`src/wdit_cfg.svh`:
```
// Purpose: offsets, field positions, reset values and counts for the timer
// Assumes: included by its bare name from the prescaler and top design files, not from the package
// Notes:   definitions only
`ifndef WDIT_CFG_SVH
`define WDIT_CFG_SVH

`define WDIT_ADDR_MODE        16'hFFF9
`define WDIT_ADDR_TBSEL       16'hFF42
`define WDIT_MODE_RESET       8'h00
`define WDIT_TBSEL_RESET      8'h00
`define WDIT_MODE_RUN_BIT     7
`define WDIT_MODE_WDSEL_BIT   4
`define WDIT_MODE_ACTION_BIT  3
`define WDIT_MODE_USED_MASK   8'h98
`define WDIT_TBSEL_USED_MASK  8'hF7
`define WDIT_TBSEL_FIELD_LSB  0
`define WDIT_TBSEL_FIELD_W    3
`define WDIT_PRE_W            11
`define WDIT_CNT_W            8
`define WDIT_CNT_LAST         8'hFF

`endif

```
`src/wdit_pkg.sv`:
```
// Purpose: shared types of the watchdog / interval timer
// Assumes: wdit_cfg.svh supplies the numeric constants
// Notes:   types only
package wdit_pkg;

  // overflow action, one-hot
  typedef enum logic [2:0] {
    WDIT_ACT_INTERVAL = 3'b001,
    WDIT_ACT_NMI      = 3'b010,
    WDIT_ACT_RESET    = 3'b100
  } wdit_action_e;

  typedef logic [2:0] wdit_tbsel_t;

endpackage : wdit_pkg

```
`src/wdit_prescaler.sv`:
```
// Purpose: free-running divider of the main clock and count-clock tap select
// Assumes: clk is the oscillator clock
// Notes:   never cleared by a restart, so first period may run short
`timescale 1ns/1ps
`include "wdit_cfg.svh"

module wdit_prescaler (
  input  wire logic                 clk,
  input  wire logic                 resetn,
  input  wire logic                 main_clock_halving_sel,
  input  wire logic                 osc_stopped,
  input  wire wdit_pkg::wdit_tbsel_t tbsel,
  output logic                      count_tick
);

  logic                    half_r;
  logic                    fxx_en;
  logic [`WDIT_PRE_W-1:0]  pre_r;

  // low-bit mask for divide by 2^3 .. 2^9, then 2^11
  function automatic logic [`WDIT_PRE_W-1:0] tap_mask(input wdit_pkg::wdit_tbsel_t s);
    logic [`WDIT_PRE_W-1:0] m;
    m = 11'h007;
    case (s)
      3'd0: m = 11'h007;
      3'd1: m = 11'h00F;
      3'd2: m = 11'h01F;
      3'd3: m = 11'h03F;
      3'd4: m = 11'h07F;
      3'd5: m = 11'h0FF;
      3'd6: m = 11'h1FF;
      default: m = 11'h7FF;
    endcase
    return m;
  endfunction : tap_mask

  // fxx is fx when the select is one, fx/2 otherwise
  assign fxx_en = main_clock_halving_sel | half_r;

  always_ff @(posedge clk) begin
    if (!resetn) begin
      half_r <= 1'b0;
    end else if (!osc_stopped) begin
      half_r <= ~half_r;
    end
  end

  always_ff @(posedge clk) begin
    if (!resetn) begin
      pre_r <= 11'h000;
    end else if (fxx_en && !osc_stopped) begin
      pre_r <= pre_r + 11'h001;
    end
  end

  assign count_tick = fxx_en && !osc_stopped &&
                      ((pre_r & tap_mask(tbsel)) == tap_mask(tbsel));

endmodule : wdit_prescaler

```
`src/wdit_top.sv`:
```
// Purpose: watchdog timer that may also run as an interval timer
// Assumes: cpu-side byte bus, one-cycle write strobe, read data a cycle later
// Notes:   pending flag kept here, cleared by the interrupt controller strobe
`timescale 1ns/1ps
`include "wdit_cfg.svh"

module wdit_top (
  input  wire logic        clk,
  input  wire logic        resetn,
  input  wire logic [15:0] bus_addr,
  input  wire logic        bus_wr,
  input  wire logic        bus_rd,
  input  wire logic [7:0]  bus_wdata,
  output logic      [7:0]  bus_rdata_r,
  input  wire logic        main_clock_halving_sel,
  input  wire logic        halt_mode,
  input  wire logic        stop_mode,
  input  wire logic        cpu_on_subclock,
  input  wire logic        wd_irq_mask,
  input  wire logic        wd_irq_priority,
  input  wire logic        pending_clr,
  output logic             wd_pending_flag_r,
  output logic             interval_irq_r,
  output logic             interval_irq_prio_r,
  output logic             nmi_req_r,
  output logic             wdt_reset_req_r
);

  logic [7:0]                    mode_r;
  logic [7:0]                    tbsel_r;
  logic [`WDIT_CNT_W-1:0]        cnt_r;
  logic                          mode_wr;
  logic                          tbsel_wr;
  logic                          restart;
  logic                          count_tick;
  logic                          counting;
  logic                          overflow;
  logic                          wdsel_rise;
  wdit_pkg::wdit_action_e        action;

  assign mode_wr  = bus_wr && (bus_addr == `WDIT_ADDR_MODE);
  assign tbsel_wr = bus_wr && (bus_addr == `WDIT_ADDR_TBSEL);
  assign restart  = mode_wr && bus_wdata[`WDIT_MODE_RUN_BIT];
  assign wdsel_rise = mode_wr && bus_wdata[`WDIT_MODE_WDSEL_BIT] &&
                      !mode_r[`WDIT_MODE_WDSEL_BIT];

  // bits only ever set by software; clearing needs reset
  always_ff @(posedge clk) begin
    if (!resetn) begin
      mode_r <= `WDIT_MODE_RESET;
    end else if (mode_wr) begin
      mode_r <= mode_r | (bus_wdata & `WDIT_MODE_USED_MASK);
    end
  end

  // changing it while running is a software error, not guarded here
  always_ff @(posedge clk) begin
    if (!resetn) begin
      tbsel_r <= `WDIT_TBSEL_RESET;
    end else if (tbsel_wr) begin
      tbsel_r <= bus_wdata & `WDIT_TBSEL_USED_MASK;
    end
  end

  always_comb begin
    if (!mode_r[`WDIT_MODE_WDSEL_BIT]) begin
      action = wdit_pkg::WDIT_ACT_INTERVAL;
    end else if (!mode_r[`WDIT_MODE_ACTION_BIT]) begin
      action = wdit_pkg::WDIT_ACT_NMI;
    end else begin
      action = wdit_pkg::WDIT_ACT_RESET;
    end
  end

  // halt_mode deliberately not used: counting carries on in halt
  assign counting = mode_r[`WDIT_MODE_RUN_BIT] && !stop_mode &&
                    !cpu_on_subclock && !(halt_mode && 1'b0);

  wdit_prescaler u_pre (
    .clk                    (clk),
    .resetn                 (resetn),
    .main_clock_halving_sel (main_clock_halving_sel),
    .osc_stopped            (stop_mode),
    .tbsel                  (tbsel_r[`WDIT_TBSEL_FIELD_LSB +: `WDIT_TBSEL_FIELD_W]),
    .count_tick             (count_tick)
  );

  assign overflow = counting && count_tick && !restart &&
                    (cnt_r == `WDIT_CNT_LAST);

  always_ff @(posedge clk) begin
    if (!resetn) begin
      cnt_r <= 8'h00;
    end else if (restart) begin
      cnt_r <= 8'h00;
    end else if (counting && count_tick) begin
      cnt_r <= cnt_r + 8'h01;
    end
  end

  // set wins over a clear in the same cycle
  always_ff @(posedge clk) begin
    if (!resetn) begin
      wd_pending_flag_r <= 1'b0;
    end else if (overflow && action == wdit_pkg::WDIT_ACT_INTERVAL) begin
      wd_pending_flag_r <= 1'b1;
    end else if (pending_clr) begin
      wd_pending_flag_r <= 1'b0;
    end
  end

  always_ff @(posedge clk) begin
    if (!resetn) begin
      interval_irq_r <= 1'b0;
    end else begin
      interval_irq_r <= overflow && action == wdit_pkg::WDIT_ACT_INTERVAL &&
                        !wd_irq_mask;
    end
  end

  // default high priority unless the priority flag says low
  always_ff @(posedge clk) begin
    if (!resetn) begin
      interval_irq_prio_r <= 1'b0;
    end else begin
      interval_irq_prio_r <= wd_irq_priority;
    end
  end

  always_ff @(posedge clk) begin
    if (!resetn) begin
      nmi_req_r <= 1'b0;
    end else begin
      nmi_req_r <= (overflow && action == wdit_pkg::WDIT_ACT_NMI) ||
                   (wdsel_rise && wd_pending_flag_r);
    end
  end

  always_ff @(posedge clk) begin
    if (!resetn) begin
      wdt_reset_req_r <= 1'b0;
    end else begin
      wdt_reset_req_r <= overflow && action == wdit_pkg::WDIT_ACT_RESET;
    end
  end

  always_ff @(posedge clk) begin
    if (!resetn) begin
      bus_rdata_r <= 8'h00;
    end else if (bus_rd && bus_addr == `WDIT_ADDR_MODE) begin
      bus_rdata_r <= mode_r;
    end else if (bus_rd && bus_addr == `WDIT_ADDR_TBSEL) begin
      bus_rdata_r <= tbsel_r;
    end else begin
      bus_rdata_r <= 8'h00;
    end
  end

endmodule : wdit_top

```
`config.mk`:
```
export PLATFORM = sky130hd
export DESIGN_NAME = wdit_top
export DESIGN_NICKNAME = d
export VERILOG_FILES = /design/src/wdit_pkg.sv /design/src/wdit_prescaler.sv /design/src/wdit_top.sv
export VERILOG_INCLUDE_DIRS = /design/src
export SDC_FILE = /design/constraint.sdc
export NUM_CORES = 1
export LEC_CHECK = 0
export ABC_AREA = 1
export BUFFER_PORTS_ARGS = -buffer_cell sky130_fd_sc_hd__buf_2
export CAP_MARGIN = 40
export CORE_MARGIN = 2
export CORE_UTILIZATION = 52
export DETAILED_ROUTE_END_ITERATION = 10
export GPL_TIMING_DRIVEN = 1
export PLACE_DENSITY = 0.8
export SYNTH_ARGS = -nofsm -noshare
export SYNTH_HDL_FRONTEND = slang
export SYNTH_SLANG_ARGS = --single-unit
export TNS_END_PERCENT = 1
```
`constraint.sdc`:
```
create_clock -name clk -period 1.8 [get_ports clk]
set_input_delay 0 -clock clk [delete_from_list [all_inputs] [get_ports clk]]
set_output_delay 0 -clock clk [all_outputs]
set_load 0.02 [all_outputs]
```
==> parameters.txt <==
Parameter                              Value

Worst hold path
  Worst hold path startpoint    bus_wr
  Worst Hold Endpoint    tbsel_r[4]
  Hold Crit Depth    3
  Class of the tightest hold or removal check    in -> reg

Status
  Run status    finished, final reports clean

GRT
  Total global-route track usage    0.2135
  Overall overflow remaining after global route    0
  Antenna violations before repair    0
  Vias in the first global route    1723
  Maximum number of pins on one net before global-route repair    20
  First-pass GRT wire length    6941 um

Final layout
  Reg area    860.8 sq um
  # fillers    335
  Multi-input combinational cell area    939.7 sq um
  Layout cells sized above 1    0.2031
  Diode insertion count for antenna repair    0
  Number of nets in the finished design    361
  Share of the core filled with cells in the final layout    0.6581
  Most frequent standard cell in the layout excluding fill and tap cells    nand2_1
  Non-filler instance count after layout    373
  Commonest cells after routing, fill and taps aside    nand2_1, buf_2, nor2_1
  Synthesis-to-finish area growth    22.50%

Floorplan
  I/O pin cnt    48
  Vertical die dimension    65.27 um
  Starting utilization of the core area    0.5372
  Die width    65.27 um
  Die Outline Area    0.004260 sq mm
  Site Rows    22
  Area of the core region    0.003633 sq mm

Synthesis
  Synthesized-area fraction occupied by adder cells    0.01282
  Unique cell type count in the Yosys netlist    28
  Synth warn    0
  Synth Register Bits    43
  Share of cell area taken by muxes after synthesis    0
  Post-synthesis share of cell area spent on and, or, nand and nor gates    0.3109
  Gate Count Post-Synth    265
  Main combinational cell family by area after synthesis    simple AND/OR/NAND/NOR gates
  Share of the yosys chip area belonging to registers    0.4410
  Average cell area after synthesis    7.366 sq um
  Synthesized-area fraction occupied by ao, oa, aoi and oai cells    0.1218
  Post-Synth XOR/XNOR Area    0.03590
  Post-synth net total    302
  Cell Area, Synth    0.001952 sq mm

Setup path
  Worst Path Class, Setup    reg -> reg
  Worst-case register-to-register setup slack    0.29 ns
  Worst Reg2Reg Path Length in Cells    9
  Element type at the critical path start    register
  Arrival time of data at the critical path endpoint    1.75 ns
  Required time at the worst-slack endpoint    2.04 ns
  CP max FO    13
  Reg-to-reg endpoint    cnt_r[4]
  Crit Reg-Reg Startpoint    u_pre.pre_r[1]
  Crit end category    register

Routing
  First drt pass iteration count    4
  DRC marker count from the first detailed-route iteration    155
  Count of unresolved DRC violations after routing    0
  Via count    1839
  Detailed-route wire length    3952 um
  Average vias per placed instance    4.930
  Wire length per cell    10.60 um
  Remaining antenna violation count    0

Timing
  Number of slew-limit violations in the final report    0
  Number of hold violations in the final report    0
  Final worst-path setup slack    0.2858 ns
  Setup Skew    0.006919 ns
  Max Fclk    660.4 MHz
  Slew at the pin closest to its max-slew limit    0.4108 ns
  Total negative slack for setup checks    0 ns
  Post-Route Hold Slack    0.01240 ns
  Share of the clock period used by the worst path    0.8412
  Worst-case headroom to the max-slew limit    0.7258
  Setup repair after global routing missed its margin    false
  Min Tclk post-route    1.514 ns
  Final setup violation count    0

Clock network
  Post-CTS Setup Inserts    0
  Number of buffers added to fix hold violations after cts    11
  Latest clock arrival within the worst-skew pair    0.30 ns
  TritonCTS clock tree    yes
  Clock root buffer master    clkbuf_8
  Clk sink count    43
  Post-cts repair resize count    0
  CTS H-tree lvls    2
  Reg clk slew, reported paths    0.08 ns
  Inserted Clock Buffers    5
  Deepest clock path buffer count    2

Pwr
  Internal Power    1290 uW
  Peak supply drop    0.0006739 V
  Leak Pwr    0.0009961 uW
  Switching power of the nets    380.9 uW
  Sequential group share of total power    0.578
  Relative contribution of the clock network to total power    0.352
  Combinational group share of total power    0.070
  Switch share    0.2280
  Cell area power density    698.7 mW/mm^2

Placement
  GP Congestion    0.8707
  Dpl ws    0.2915 ns
  Estimated wirelength of the detail-placed design    2888 um
  PortBufs    46
  Placed insts    354

Job
  Max cap viols    0
Yosys cell counts:
cell type,instances,share of area
nand2_1,60,0.12
nor3_1,4,0.010
nand3_1,13,0.033
nor2_4,2,0.012
nor2_2,3,0.0096
nand2_2,4,0.013
nand3_2,1,0.0051
a211oi_1,5,0.019
nand4_1,1,0.0032
o21a_1,1,0.0038
inv_1,29,0.056
buf_2,1,0.0026
dfxtp_1,43,0.44
o21ai_0,11,0.028
nor2_1,44,0.085
xor2_1,4,0.018
buf_6,3,0.017
o21bai_4,1,0.0096
nor3_4,1,0.0083
clkbuf_1,1,0.0019
and3_1,1,0.0032
ha_1,2,0.013
a21oi_1,22,0.056
or2_0,1,0.0032
o21ai_2,1,0.0045
nand3b_1,1,0.0038
xnor2_1,4,0.018
nor4_2,1,0.0064
area by class of cell:
| cell class | instances | share of cell area |
|---|---|---|
| Multi-Input combinational cell | 188 | 0.3930 |
| Inverter | 29 | 0.04553 |
| Clock buffer | 7 | 0.03192 |
| Timing Repair Buffer | 57 | 0.1423 |
| Sequential cell | 43 | 0.3600 |
| Clock inverter | 1 | 0.002093 |
| Tap cell | 48 | 0.02512 |
registers in the layout (all words and copies together), names as in the netlist:
| signal | count |
|---|---|
| bus_rdata_r | 8 |
| cnt_r | 8 |
| interval_irq_prio_r | 1 |
| interval_irq_r | 1 |
| mode_r | 3 |
| nmi_req_r | 1 |
| tbsel_r | 7 |
| u_pre.half_r | 1 |
| u_pre.pre_r | 11 |
| wd_pending_flag_r | 1 |
| wdt_reset_req_r | 1 |
how the worst max path moves through the flow:
stage	cells past startpoint	to	start
after floorplan	8	wd_pending_flag_r	cnt_r[0]
final	9	cnt_r[4]	u_pre.pre_r[1]
after CTS	9	cnt_r[3]	u_pre.pre_r[1]
after global placement	9	cnt_r[3]	u_pre.pre_r[1]
after detailed placement	9	cnt_r[5]	u_pre.pre_r[1]
after global routing	8	wd_pending_flag_r	u_pre.pre_r[5]
per-stage QoR:
step                power (uW)  area [sq um]
global route              1748          2391
detailed placement        1086          2200
floorplan                 1036          1952
global placement          1082          2200
CTS                       1695          2391
finish                    1671          2391
logic make-up after synthesis:
logic type / after synthesis
fa+ha+maj: 2
xor+xnor: 8
compound gates: 41
simple gates: 137
flops: 43
buf+inv: 34
power by group through the flow:
| stage | Combinational [uW] | Sequential (uW) | Clock (uW) |
|---|---|---|---|
| after floorplan | 47.8 | 988 | 0 |
| after CTS | 118 | 965 | 612 |
| after detailed placement | 98.6 | 988 | 0 |
| final | 117 | 965 | 588 |
| after global routing | 133 | 966 | 650 |
| after global placement | 95.8 | 987 | 0 |
layer usage:
metal	routed length (um)	part of all wire	global-route usage
met1	1606	0.41	0.2227
met2	2018	0.51	0.3827
met3	226	0.057	0.06849
met4	101	0.026	0.1068
met5	0	0	0
worst max-delay path, cell delays in order, from the launching register on:
cell and delay, ns:
dfxtp_1 0.35, ha_1 0.17, inv_1 0.08, nor2_4 0.12
nand2_1 0.07, nor2_2 0.08, nand2_2 0.17, inv_1 0.22
nand2_1 0.08, a21oi_1 0.11
No activity file was read; power rests on OpenSTA's default activity.
